## src/tcr_consts.vh

```
/*
 Register addresses, bit positions, reset values and the unavailable prescaler code of the two-channel timer.
 Assumes an 8-bit register port with a 3-bit address; included by the timer top module.
*/
`ifndef TCR_CONSTS_VH
`define TCR_CONSTS_VH

// Register addresses on the plain register port.
`define TCR_ADDR_TSTAT  3'h0
`define TCR_ADDR_CNTH   3'h1
`define TCR_ADDR_CNTL   3'h2
`define TCR_ADDR_WRAPH  3'h3
`define TCR_ADDR_WRAPL  3'h4
`define TCR_ADDR_CH0SC  3'h5
`define TCR_ADDR_CH1SC  3'h6
`define TCR_ADDR_CH0VH  3'h7

// Timer status and control bit positions.
`define TCR_TS_OVF      7
`define TCR_TS_OVIE     6
`define TCR_TS_HALT     5
`define TCR_TS_CLR      4
`define TCR_TS_PS_MSB   2

// Channel status and control bit positions.
`define TCR_CS_FLAG     7
`define TCR_CS_IE       6
`define TCR_CS_BUF      5
`define TCR_CS_UNBUF    4
`define TCR_CS_ELH      3
`define TCR_CS_ELL      2
`define TCR_CS_TOV      1
`define TCR_CS_MAX      0

// Reset values.
`define TCR_TSTAT_RST   8'h20
`define TCR_WRAP_RST    16'hFFFF
`define TCR_CHVAL_RST   16'hFFFF

// Unavailable prescaler code.
`define TCR_PS_NONE     3'h7

`endif

```

## src/tcr_timer.v

```verilog
/*
 Two-channel 16-bit timer: counter with prescaler and wrap value, two capture/compare channels.
 Assumes one 250 MHz clock, a register master on the same clock and asynchronous channel pins.
 Channel compare values are parameters here; their registers live outside this block.
*/
// The plain strobed port and the register offsets are this design's own decisions.
// Functional notes
// Counter equal to wrap value sets overflow flag, next timer tick restarts at zero.
// Overflow flag clears only by zero-write after a read that saw it set.
// Overflow interrupt request is flag and overflow enable; reset clears enable.
// Halt bit freezes the counter; reset sets halt.
// While halted, input captures are suppressed.
// Writing one to clear bit zeroes counter and prescaler; bit reads zero.
// Halt and clear written together leave counter stopped at zero.
// Prescale code selects bus clock divide by 1 to 64; code 111 unavailable.
// Reading count high latches the low byte until the low byte is read.
// After wrap high write, overflow flag is suppressed until wrap low write.
// Software resets the counter before writing the wrap registers.
// Channel flag set by active pin edge in capture or match in compare.
// Channel flag clears only by zero-write after a read showing it set.
// Channel interrupt request is channel flag and channel enable.
// Buffered bit on channel 0 only; disables channel 1 and frees its pin.
// Edge bits zero: unbuffered bit picks preset level, one low, zero high.
// Edge bits zero disconnect the channel from its pin.
// Capture codes: 01 rising, 10 falling, 11 both edges.
// Compare codes: 01 toggle, 10 clear, 11 set; 00 is software compare.
// Software halts and clears the counter before changing channel mode bits.
// Each pin capture or compare independently; only channel 0 buffers.
// Toggle-on-overflow toggles the pin on overflow; overflow beats a match.
// Full-duty bit with toggle-on-overflow forces full duty from the next period.
// Interrupt lines follow flag and enable continuously.
`include "tcr_consts.vh"
module tcr_timer #(
   parameter [15:0] CH0_VALUE = `TCR_CHVAL_RST,
   parameter [15:0] CH1_VALUE = `TCR_CHVAL_RST
)(
   // Clock and reset.
   input  wire       clk_i,
   input  wire       rst_n_i,
   // Register port.
   input  wire [2:0] addr_i,
   input  wire [7:0] wdata_i,
   input  wire       wr_i,
   input  wire       rd_i,
   output reg  [7:0] rdata_o,
   // Channel pins, split into input, output and enable.
   input  wire [1:0] chan_pin_i,
   output reg  [1:0] chan_pin_o,
   output reg  [1:0] chan_pin_oe_o,
   // Interrupt requests.
   output reg        ovf_irq_o,
   output reg  [1:0] chan_irq_o
);

   // Timer status and control state.
   reg        overflow_flag;
   reg        overflow_irq_enable;
   reg        counter_halt;
   reg  [2:0] prescale_select;
   reg        ovf_armed;
   // Counter, prescaler, latch and wrap value.
   reg [15:0] count;
   reg  [5:0] prescaler;
   reg  [7:0] low_latch;
   reg        low_latched;
   reg [15:0] wrap_value;
   reg  [7:0] wrap_high_hold;
   reg        wrap_pending;
   // Channel state.
   reg  [1:0] channel_event_flag;
   reg  [1:0] channel_irq_enable;
   reg        channel0_buffered_select;
   reg  [1:0] unbuffered_mode_select;
   reg  [1:0] edge_level_high;
   reg  [1:0] edge_level_low;
   reg  [1:0] overflow_toggle_enable;
   reg  [1:0] full_duty_force;
   reg  [1:0] full_duty_active;
   reg  [1:0] chan_armed;
   reg  [1:0] pin_level;
   // Pin synchroniser and edge history.
   reg  [1:0] pin_meta;
   reg  [1:0] pin_sync;
   reg  [1:0] pin_prev;

   // Prescaler divide mask for a select code.
   function [5:0] tcr_div_mask;
      input [2:0] sel;
      begin
         tcr_div_mask = (6'h01 << sel) - 6'h01;
      end
   endfunction

   // Register decode strobes.
   wire wr_tstat = wr_i && (addr_i == `TCR_ADDR_TSTAT);
   wire rd_tstat = rd_i && (addr_i == `TCR_ADDR_TSTAT);
   wire wr_wraph = wr_i && (addr_i == `TCR_ADDR_WRAPH);
   wire wr_wrapl = wr_i && (addr_i == `TCR_ADDR_WRAPL);
   wire rd_cnth  = rd_i && (addr_i == `TCR_ADDR_CNTH);
   wire rd_cntl  = rd_i && (addr_i == `TCR_ADDR_CNTL);
   wire [1:0] wr_csc;
   wire [1:0] rd_csc;
   assign wr_csc[0] = wr_i && (addr_i == `TCR_ADDR_CH0SC);
   assign rd_csc[0] = rd_i && (addr_i == `TCR_ADDR_CH0SC);
   assign wr_csc[1] = wr_i && (addr_i == `TCR_ADDR_CH1SC) && !channel0_buffered_select;
   assign rd_csc[1] = rd_i && (addr_i == `TCR_ADDR_CH1SC) && !channel0_buffered_select;

   // Timer tick from the prescaler; code 111 never ticks.
   wire tick = !counter_halt && (prescale_select != `TCR_PS_NONE) &&
               ((prescaler & tcr_div_mask(prescale_select)) == tcr_div_mask(prescale_select));
   wire at_wrap   = (count == wrap_value);
   wire ovf_event = tick && at_wrap;
   wire clr_write = wr_tstat && wdata_i[`TCR_TS_CLR];

   // Counter and prescaler.
   always @(posedge clk_i or negedge rst_n_i)
   begin
      if (!rst_n_i)
      begin
         count     <= 16'h0000;
         prescaler <= 6'h00;
      end
      else if (clr_write)
      begin
         count     <= 16'h0000;
         prescaler <= 6'h00;
      end
      else if (!counter_halt)
      begin
         prescaler <= prescaler + 6'h01;
         if (tick)
            count <= at_wrap ? 16'h0000 : count + 16'h0001;
      end
   end

   // Timer status and control register with the two-step overflow clear.
   always @(posedge clk_i or negedge rst_n_i)
   begin
      if (!rst_n_i)
      begin
         overflow_flag       <= 1'b0;
         overflow_irq_enable <= 1'b0;
         counter_halt        <= 1'b1;
         prescale_select     <= 3'h0;
         ovf_armed           <= 1'b0;
      end
      else
      begin
         if (ovf_event && !wrap_pending)
         begin
            overflow_flag <= 1'b1;
            ovf_armed     <= 1'b0;
         end
         else if (wr_tstat && ovf_armed && !wdata_i[`TCR_TS_OVF])
         begin
            overflow_flag <= 1'b0;
            ovf_armed     <= 1'b0;
         end
         else if (rd_tstat && overflow_flag)
            ovf_armed <= 1'b1;
         if (wr_tstat)
         begin
            overflow_irq_enable <= wdata_i[`TCR_TS_OVIE];
            counter_halt        <= wdata_i[`TCR_TS_HALT];
            prescale_select     <= wdata_i[`TCR_TS_PS_MSB:0];
         end
      end
   end

   // Wrap value registers; high byte is held until the low byte lands.
   always @(posedge clk_i or negedge rst_n_i)
   begin
      if (!rst_n_i)
      begin
         wrap_value     <= `TCR_WRAP_RST;
         wrap_high_hold <= 8'h00;
         wrap_pending   <= 1'b0;
      end
      else if (wr_wraph)
      begin
         wrap_high_hold <= wdata_i;
         wrap_pending   <= 1'b1;
      end
      else if (wr_wrapl)
      begin
         wrap_value   <= {wrap_pending ? wrap_high_hold : wrap_value[15:8], wdata_i};
         wrap_pending <= 1'b0;
      end
   end

   // Low-byte latch for coherent counter reads.
   always @(posedge clk_i or negedge rst_n_i)
   begin
      if (!rst_n_i)
      begin
         low_latch   <= 8'h00;
         low_latched <= 1'b0;
      end
      else if (rd_cnth && !low_latched)
      begin
         low_latch   <= count[7:0];
         low_latched <= 1'b1;
      end
      else if (rd_cntl)
         low_latched <= 1'b0;
   end

   // Two-flop synchroniser, then an edge history stage.
   always @(posedge clk_i or negedge rst_n_i)
   begin
      if (!rst_n_i)
      begin
         pin_meta <= 2'b00;
         pin_sync <= 2'b00;
         pin_prev <= 2'b00;
      end
      else
      begin
         pin_meta <= chan_pin_i;
         pin_sync <= pin_meta;
         pin_prev <= pin_sync;
      end
   end

   // Per-channel logic.
   genvar g;
   generate
      for (g = 0; g < 2; g = g + 1)
      begin : chan
         wire [1:0] els    = {edge_level_high[g], edge_level_low[g]};
         wire       buf_on = (g == 0) ? channel0_buffered_select : 1'b0;
         wire       live   = (g == 0) || !channel0_buffered_select;
         wire       capt   = live && !buf_on && !unbuffered_mode_select[g] && (els != 2'b00);
         wire       cmp    = live && (buf_on || unbuffered_mode_select[g]);
         wire       rise   = pin_sync[g] && !pin_prev[g];
         wire       fall   = !pin_sync[g] && pin_prev[g];
         wire       edge_hit = (els[0] && rise) || (els[1] && fall);
         wire [15:0] cval  = (g == 0) ? CH0_VALUE : CH1_VALUE;
         wire       match  = cmp && tick && (count == cval);
         wire       ev     = (capt && !counter_halt && edge_hit) || match;
         wire       tov_hit = cmp && overflow_toggle_enable[g] && ovf_event;
         wire       drive  = live && (els != 2'b00);

         // Channel status and control register with two-step flag clear.
         always @(posedge clk_i or negedge rst_n_i)
         begin
            if (!rst_n_i)
            begin
               channel_event_flag[g]     <= 1'b0;
               channel_irq_enable[g]     <= 1'b0;
               unbuffered_mode_select[g] <= 1'b0;
               edge_level_high[g]        <= 1'b0;
               edge_level_low[g]         <= 1'b0;
               overflow_toggle_enable[g] <= 1'b0;
               full_duty_force[g]        <= 1'b0;
               chan_armed[g]             <= 1'b0;
            end
            else
            begin
               if (ev)
               begin
                  channel_event_flag[g] <= 1'b1;
                  chan_armed[g]         <= 1'b0;
               end
               else if (wr_csc[g] && chan_armed[g] && !wdata_i[`TCR_CS_FLAG])
               begin
                  channel_event_flag[g] <= 1'b0;
                  chan_armed[g]         <= 1'b0;
               end
               else if (rd_csc[g] && channel_event_flag[g])
                  chan_armed[g] <= 1'b1;
               if (wr_csc[g])
               begin
                  channel_irq_enable[g]     <= wdata_i[`TCR_CS_IE];
                  unbuffered_mode_select[g] <= wdata_i[`TCR_CS_UNBUF];
                  edge_level_high[g]        <= wdata_i[`TCR_CS_ELH];
                  edge_level_low[g]         <= wdata_i[`TCR_CS_ELL];
                  overflow_toggle_enable[g] <= wdata_i[`TCR_CS_TOV];
                  full_duty_force[g]        <= wdata_i[`TCR_CS_MAX];
               end
            end
         end

         // Pin level: preset, overflow toggle, compare action and full duty.
         always @(posedge clk_i or negedge rst_n_i)
         begin
            if (!rst_n_i)
            begin
               pin_level[g]        <= 1'b1;
               full_duty_active[g] <= 1'b0;
            end
            else if (els == 2'b00)
               pin_level[g] <= !unbuffered_mode_select[g];
            else if (cmp)
            begin
               if (ovf_event)
                  full_duty_active[g] <= full_duty_force[g] && overflow_toggle_enable[g];
               if (full_duty_active[g] && overflow_toggle_enable[g])
                  pin_level[g] <= !els[0];
               else if (tov_hit)
                  pin_level[g] <= !pin_level[g];
               else if (match)
               begin
                  case (els)
                     2'b01:   pin_level[g] <= !pin_level[g];
                     2'b10:   pin_level[g] <= 1'b0;
                     2'b11:   pin_level[g] <= 1'b1;
                     default: pin_level[g] <= pin_level[g];
                  endcase
               end
            end
         end

         // Registered pin and interrupt outputs.
         always @(posedge clk_i or negedge rst_n_i)
         begin
            if (!rst_n_i)
            begin
               chan_pin_o[g]    <= 1'b0;
               chan_pin_oe_o[g] <= 1'b0;
               chan_irq_o[g]    <= 1'b0;
            end
            else
            begin
               chan_pin_o[g]    <= pin_level[g];
               chan_pin_oe_o[g] <= drive && cmp;
               chan_irq_o[g]    <= channel_event_flag[g] && channel_irq_enable[g];
            end
         end
      end
   endgenerate

   // Channel 0 buffered bit is only in channel 0's register.
   always @(posedge clk_i or negedge rst_n_i)
   begin
      if (!rst_n_i)
         channel0_buffered_select <= 1'b0;
      else if (wr_csc[0])
         channel0_buffered_select <= wdata_i[`TCR_CS_BUF];
   end

   // Overflow interrupt and read data, both registered.
   always @(posedge clk_i or negedge rst_n_i)
   begin
      if (!rst_n_i)
      begin
         ovf_irq_o <= 1'b0;
         rdata_o   <= 8'h00;
      end
      else
      begin
         ovf_irq_o <= overflow_flag && overflow_irq_enable;
         if (rd_i)
         begin
            case (addr_i)
               `TCR_ADDR_TSTAT: rdata_o <= {overflow_flag, overflow_irq_enable, counter_halt, 2'b00,
                                            prescale_select};
               `TCR_ADDR_CNTH:  rdata_o <= count[15:8];
               `TCR_ADDR_CNTL:  rdata_o <= low_latched ? low_latch : count[7:0];
               `TCR_ADDR_WRAPH: rdata_o <= wrap_value[15:8];
               `TCR_ADDR_WRAPL: rdata_o <= wrap_value[7:0];
               `TCR_ADDR_CH0SC: rdata_o <= {channel_event_flag[0], channel_irq_enable[0],
                                            channel0_buffered_select, unbuffered_mode_select[0],
                                            edge_level_high[0], edge_level_low[0],
                                            overflow_toggle_enable[0], full_duty_force[0]};
               `TCR_ADDR_CH1SC: rdata_o <= channel0_buffered_select ? 8'h00 :
                                           {channel_event_flag[1], channel_irq_enable[1], 1'b0,
                                            unbuffered_mode_select[1], edge_level_high[1],
                                            edge_level_low[1], overflow_toggle_enable[1],
                                            full_duty_force[1]};
               default:         rdata_o <= 8'h00;
            endcase
         end
         else
            rdata_o <= 8'h00;
      end
   end

endmodule

```

## config.mk

```make
export PLATFORM = sky130hd
export DESIGN_NAME = tcr_timer
export DESIGN_NICKNAME = d
export VERILOG_FILES = /design/src/tcr_timer.v
export VERILOG_INCLUDE_DIRS = /design/src
export SDC_FILE = /design/constraint.sdc
export NUM_CORES = 1
export LEC_CHECK = 0
export CAP_MARGIN = 20
export CORE_AREA = 2 2 128 130
export CTS_BUF_LIST = sky130_fd_sc_hd__clkbuf_8
export CTS_CLUSTER_DIAMETER = 30
export DETAILED_ROUTE_END_ITERATION = 10
export DIE_AREA = 0 0 130 132
export DONT_BUFFER_PORTS = 1
export PLACE_DENSITY = 0.55
export SLEW_MARGIN = 20
export SYNTH_ARGS = -nofsm -noshare
export SYNTH_HDL_FRONTEND = slang
export SYNTH_SLANG_ARGS = --single-unit
```

## constraint.sdc

```tcl
create_clock -name clk_i -period 2.8 [get_ports clk_i]
set_input_delay 0.28 -clock clk_i [delete_from_list [all_inputs] [get_ports clk_i]]
set_output_delay 0.28 -clock clk_i [all_outputs]
set_load 0.02 [all_outputs]
```

**Yosys cells after proc, flatten, opt, wreduce, memory -nomap -nowiden**

Cells that the tools add are included.

- Add/subtract/negate cells: 3
- Eq/ne operators: 17
- Shifts and indexed selects: 1
- Muxes and demuxes: 41
- Bitwise gates (word level): 4
- Reduce and logical (&&, ||, !) cells: 109

Operators with widths:

| kind | number |
|---|---|
| $mux 16 | 4 |
| $logic_and 1x1->1 | 62 |
| $pmux 8 s7 | 1 |
| $mux 1 | 29 |
| $mux 8 | 3 |
| $reduce_bool 2->1 | 10 |
| $add 16x1->16 const B | 1 |
| $eq 16x16->1 | 1 |
| $eq 16x16->1 const B | 1 |
| $logic_not 1->1 | 15 |
| $reduce_and 3->1 | 5 |
| $mux 6 | 2 |
| $reduce_bool 6->1 | 2 |
| $eq 3x3->1 const B | 3 |
| $reduce_bool 3->1 | 3 |
| $eq 2x2->1 const B | 4 |
| $reduce_bool 4->1 | 2 |
| $add 6x1->6 const B | 1 |
| $and 6x6->6 | 1 |
| $eq 3x2->1 const B | 2 |
| $eq 6x6->1 | 1 |
| $pmux 1 s3 | 2 |
| $shl 1x3->6 const A | 1 |
| $sub 6x1->6 const B | 1 |
| other kinds (9) | 18 |

- Flip-flop bits (word level): 105
- Input port bits: 17
- Output and inout port bits: 15
- Word-level logic and storage cells: 220

**Longest topological paths before layout**

- Depth after elaboration: 12
- Gate-level depth with buffers: 12
- Depth with buffers taken out: 10

**Worst setup path before layout**

OpenSTA, ideal clock, no wires.

- Kind: register to register
- Start: reg prescale_select[2]
- End: reg pin_level[0]
- Library setup time: 0.085 ns
- Arrival: 2.447 ns
- Data required time: 2.715 ns
- Setup slack: 0.268 ns
- Stages on the path, launching flop included: 12
- Buffers on the path: 2
- Path through: dfrtp_1 > buf_6 > or3_4 > ha_1 > and4bb_2 > o21ai_0 > o2111ai_1 > and3_1 > clkbuf_2 > a41oi_1 > o21ai_0 > mux2_1

- Cells in the longest elaborated chain, start to end: 11

Ends and longest elaborated chain:

| what | line | source |
|---|---|---|
| start: declaration | tcr_timer.v:59 | `reg [2:0] prescale_select;` |
| start signal: assignment | tcr_timer.v:165 | `` prescale_select <= wdata_i[`TCR_TS_PS_MSB:0]; `` |
| $shl 1x3->6 | tcr_timer.v:90 | `tcr_div_mask = (6'h01 << sel) - 6'h01;` |
| $sub 6x1->6 | tcr_timer.v:90 |  |
| $and 6x6->6 | tcr_timer.v:110 | `((prescaler & tcr_div_mask(prescale_select)) == tcr_div_mask(prescale_select));` |
| $eq 6x6->1 | tcr_timer.v:110 |  |
| $logic_and 1x1->1 * | tcr_timer.v:109 | `` wire tick = !counter_halt && (prescale_select != `TCR_PS_NONE) && `` |
| $logic_and 1x1->1 | tcr_timer.v:112 | `wire ovf_event = tick && at_wrap;` |
| $logic_and 1x1->1 | tcr_timer.v:241 | `wire tov_hit = cmp && overflow_toggle_enable[g] && ovf_event;` |
| $mux 1 | tcr_timer.v:300 | `else if (tov_hit)` |
| $mux 1 | tcr_timer.v:298 | `if (full_duty_active[g] && overflow_toggle_enable[g])` |
| $mux 1 | tcr_timer.v:294 | `else if (cmp)` |
| $mux 1 | tcr_timer.v:292 | `else if (els == 2'b00)` |
| end signal: indexed assignment | tcr_timer.v:293 | `pin_level[g] <= !unbuffered_mode_select[g];` |
| end signal: indexed assignment | tcr_timer.v:299 | `pin_level[g] <= !els[0];` |
| end signal: indexed assignment | tcr_timer.v:301 | `pin_level[g] <= !pin_level[g];` |
| end: declaration | tcr_timer.v:80 | `reg [1:0] pin_level;` |

Every way passes the cells marked *; elsewhere a longest branch is shown, timed or not. The select of a mux whose other input is x is not followed.
A chain may end at the register's enable or synchronous reset.

**Worst setup path after layout**

Ends and elaborated chain as after synthesis.

==> results.cfg <==
[outcome]
outcome = finished, final reports clean

[global_route]
grt_overflow = 0
grt_pass1_vias = 4045
grt_use_total_pct = 17.9
grt_max_degree = 106
antenna_found_initial = 0
grt_pass1_wl_um = 23200

[routing]
drc_errors = 0
drt_iter0_drc = 378
drt-total-wl_um = 14600
post_drt_wl_per_cell_um = 19.2
ant_nets = 0
dr.pass1.iters = 5
vias = 4124
vias_per_cell = 5.42

[pwr]
switching_share_pct = 35.7
p_leak_nw = 2.50
p_int_w = 0.00294
power_density_nw_per_um2 = 749
power.clock.fraction_pct = 23.4
combPwrFrac_pct = 23.8
total_power_w = 0.00457
seqPwrFrac_pct = 52.8
irDropWorstVdd_uv = 465
p_sw_w = 0.00163

[clock_tree]
cts_buffers = 9
cts_tree = yes
clockRootBuffer = clkbuf_8
clock-sinks = 105
cts_max_level = 3
post-cts-setup-buffers = 0
clock_path_buffers = 2
clk_pin_slew_ns = 0.11
worstSkewPairLatency_ns = 0.40

[setup_path]
crit_path_top_delay_cell = or3_4
end_kind = flip-flop
path_common_cell = o21ai_0
path_cells = or3_4, ha_1, and4bb_2, o21ai_0, o2111ai_1, and3_1, a41oi_1, o21ai_0, mux2_1
r2r_start = prescale_select[2]
cp_max_fo = 8
slowest_delay_ns = 0.40
startpoint_type = flip-flop
crit_type = flip-flop to flip-flop
startpoint = prescale_select[2]
critPathTopFamily = simple AND/OR/NAND/NOR gates
arrival_ns = 2.96
required_ns = 3.14
path_buf_inv = 0

[synth]
synth_flop_cell = dfrtp_1
synth-seq-cells = 105
avgSynthCellArea_um2 = 10.3
yosysWarnings = 0
synth_xor_xnor_area_share_pct = 3.37
synth_seq_area_share_pct = 48.6
synth-simple-area-share_pct = 17.1
ys_types = 62
synth_edf_count = 0
synthAdderAreaFrac_pct = 1.61
netlist_area_um2 = 5460
synth-compound-area-share_pct = 12.2
synthArstFlopShare_pct = 100
synthMuxAreaShare_pct = 13.5
synth_top_family_by_area = simple AND/OR/NAND/NOR gates
synth_fp_nets = 553
postSynthCellCount = 529

[die]
die_w_um = 130
num_rows = 46
start_util_pct = 34.7
pin_count = 32
dieArea_um2 = 17200
die_h_um = 132
core_area_um2 = 15700

[placed_design]
place.gp.congestion = 0.920
hpwl_um = 10000
io_buffers = 0
place_ws_ns = 0.215

[sta]
maxSlewHeadroom_pct = 50.7
fin_tns_setup_ns = 0
setup_violations = 0
fin_ws_ns = 0.177
rsz0062_at_grt = false
clock.fmax_mhz = 381
skew_ns = 0.0138
maxSlewViolCount = 0
finalHoldViolations = 0
hold_ws_ns = 0.0233
min_period_ns = 2.62
tightest_slew_ns = 0.738
post-route-period-util_pct = 93.7

[job]
drv_cap = 0

[final_layout]
area_growth_pct = 11.7
mostFrequentLayoutCells = dfrtp_1 (86), nor2_1 (59), mux2_2 (51)
drive_gt1_share_pct = 21.3
num_antenna_cells = 0
fillCellCount = 1526
final_common_cell = dfrtp_1
nets = 564

[hold_path]
hp-start = wdata_i[7]
hp-class = primary input to flip-flop
## worst paths after layout
check,endpoint,slack (ns),depth (start not counted)
max,pin_level[0],0.18,9
min,wrap_high_hold[7],0.02,1
max reg2reg,pin_level[0],0.18,9
min reg2reg,pin_sync[1],0.36,0
max in group asynchronous,pin_level[1],1.87,2
min in group asynchronous,channel_event_flag[1],0.51,2
## stage by stage
step,cell area (µm²),instances,util (%)
after floorplan,5460,529,-
after detailed placement,5690,728,36.2
after global placement,5690,728,36.2
after CTS,6060,758,38.6
after global routing,6100,761,38.8
final,6100,761,38.8
## final cells by class
cell class	instances	area [µm²]	share of cell area, %
Clock buffer	10	138	2.26
Clock inverter	6	78.8	1.29
Inverter	14	52.6	0.862
Multi-Input combinational cell	379	2610	42.9
Sequential cell	105	2650	43.5
Tap cell	216	270	4.43
Timing Repair Buffer	31	293	4.80
## synth_stat cells, drive strengths merged, types with 4 or more instances
cell type	count	area share [%]
nand3b	4	0.55
mux2i	13	2.4
a31oi	5	0.57
nand3	16	1.5
a22oi	5	0.69
ha	7	1.6
buf	11	1.2
o21ai	42	3.9
nand2b	6	0.69
dfrtp	86	39
nand4b	4	0.64
mux2	52	11
o31ai	5	0.69
a21oi	27	2.5
nor2	59	4.1
nand2	36	2.5
a221oi	4	0.76
dfstp	19	9.1
clkbuf	20	1.4
xnor2	18	2.9
nand4	12	1.5
and2	5	0.57
inv	14	0.96
nor2b	9	1.0
or2	5	0.57
## sequential cells by signal, indices dropped and copies added, names as in the netlist, 2 cells and up
| signal | cells |
|---|---|
| channel_event_flag | 2 |
| overflow_toggle_enable | 2 |
| low_latch | 8 |
| chan_armed | 2 |
| chan_pin_oe_o | 2 |
| pin_sync | 2 |
| chan_pin_o | 2 |
| wrap_value | 16 |
| pin_meta | 2 |
| rdata_o | 8 |
| count | 16 |
| wrap_high_hold | 8 |
| channel_irq_enable | 2 |
| unbuffered_mode_select | 2 |
| chan_irq_o | 2 |
| full_duty_active | 2 |
| chan.els | 4 |
| full_duty_force | 2 |
| pin_level | 2 |
| pin_prev | 2 |
| prescaler | 6 |
| prescale_select | 3 |
## power by group through the flow
| stage | clock [W] | combinational (W) | sequential, W |
|---|---|---|---|
| after floorplan | 0 | 0.000925 | 0.00220 |
| final | 0.00107 | 0.00109 | 0.00241 |
| after global routing | 0.00116 | 0.00124 | 0.00246 |
| after global placement | 0 | 0.000993 | 0.00242 |
| after detailed placement | 0 | 0.00102 | 0.00243 |
| after CTS | 0.00110 | 0.00108 | 0.00240 |
## layer usage
layer / up-vias / GRT usage [%] / part of all wire, % / wire [µm]
li1: 1899 / - / - / -
met1: 2086 / 25.9 / 47 / 6870
met2: 119 / 25.9 / 45 / 6580
met3: 20 / 4.71 / 6.0 / 875
met4: 0 / 5.85 / 1.9 / 284
met5: - / 0 / 0 / 0
## cells by family (layout without fill, tap and decap cells)
| kind of cell | count (synthesis) | after routing |
|---|---|---|
| buf+inv | 45 | 61 |
| xor+xnor | 21 | 21 |
| simple gates | 176 | 176 |
| fa+ha+maj | 7 | 7 |
| compound gates | 109 | 109 |
| flops | 105 | 105 |
| mux | 66 | 66 |
## timing repair
action / 4_1_cts / 5_1_grt
hold buffers: 14 / 3
gates resized for setup: 0 / 2
endpoints found under the hold margin: 128 / 3
endpoints found under the setup margin: 0 / 3
## worst reg2reg max path, cell delays in order, from the launching register on
cell and delay (ns):
dfrtp_1 0.39, or3_4 0.40, ha_1 0.26, and4bb_2 0.23
o21ai_0 0.15, o2111ai_1 0.20, and3_1 0.31, a41oi_1 0.23
o21ai_0 0.10, mux2_1 0.28
(Power assumes the default switching activity.)
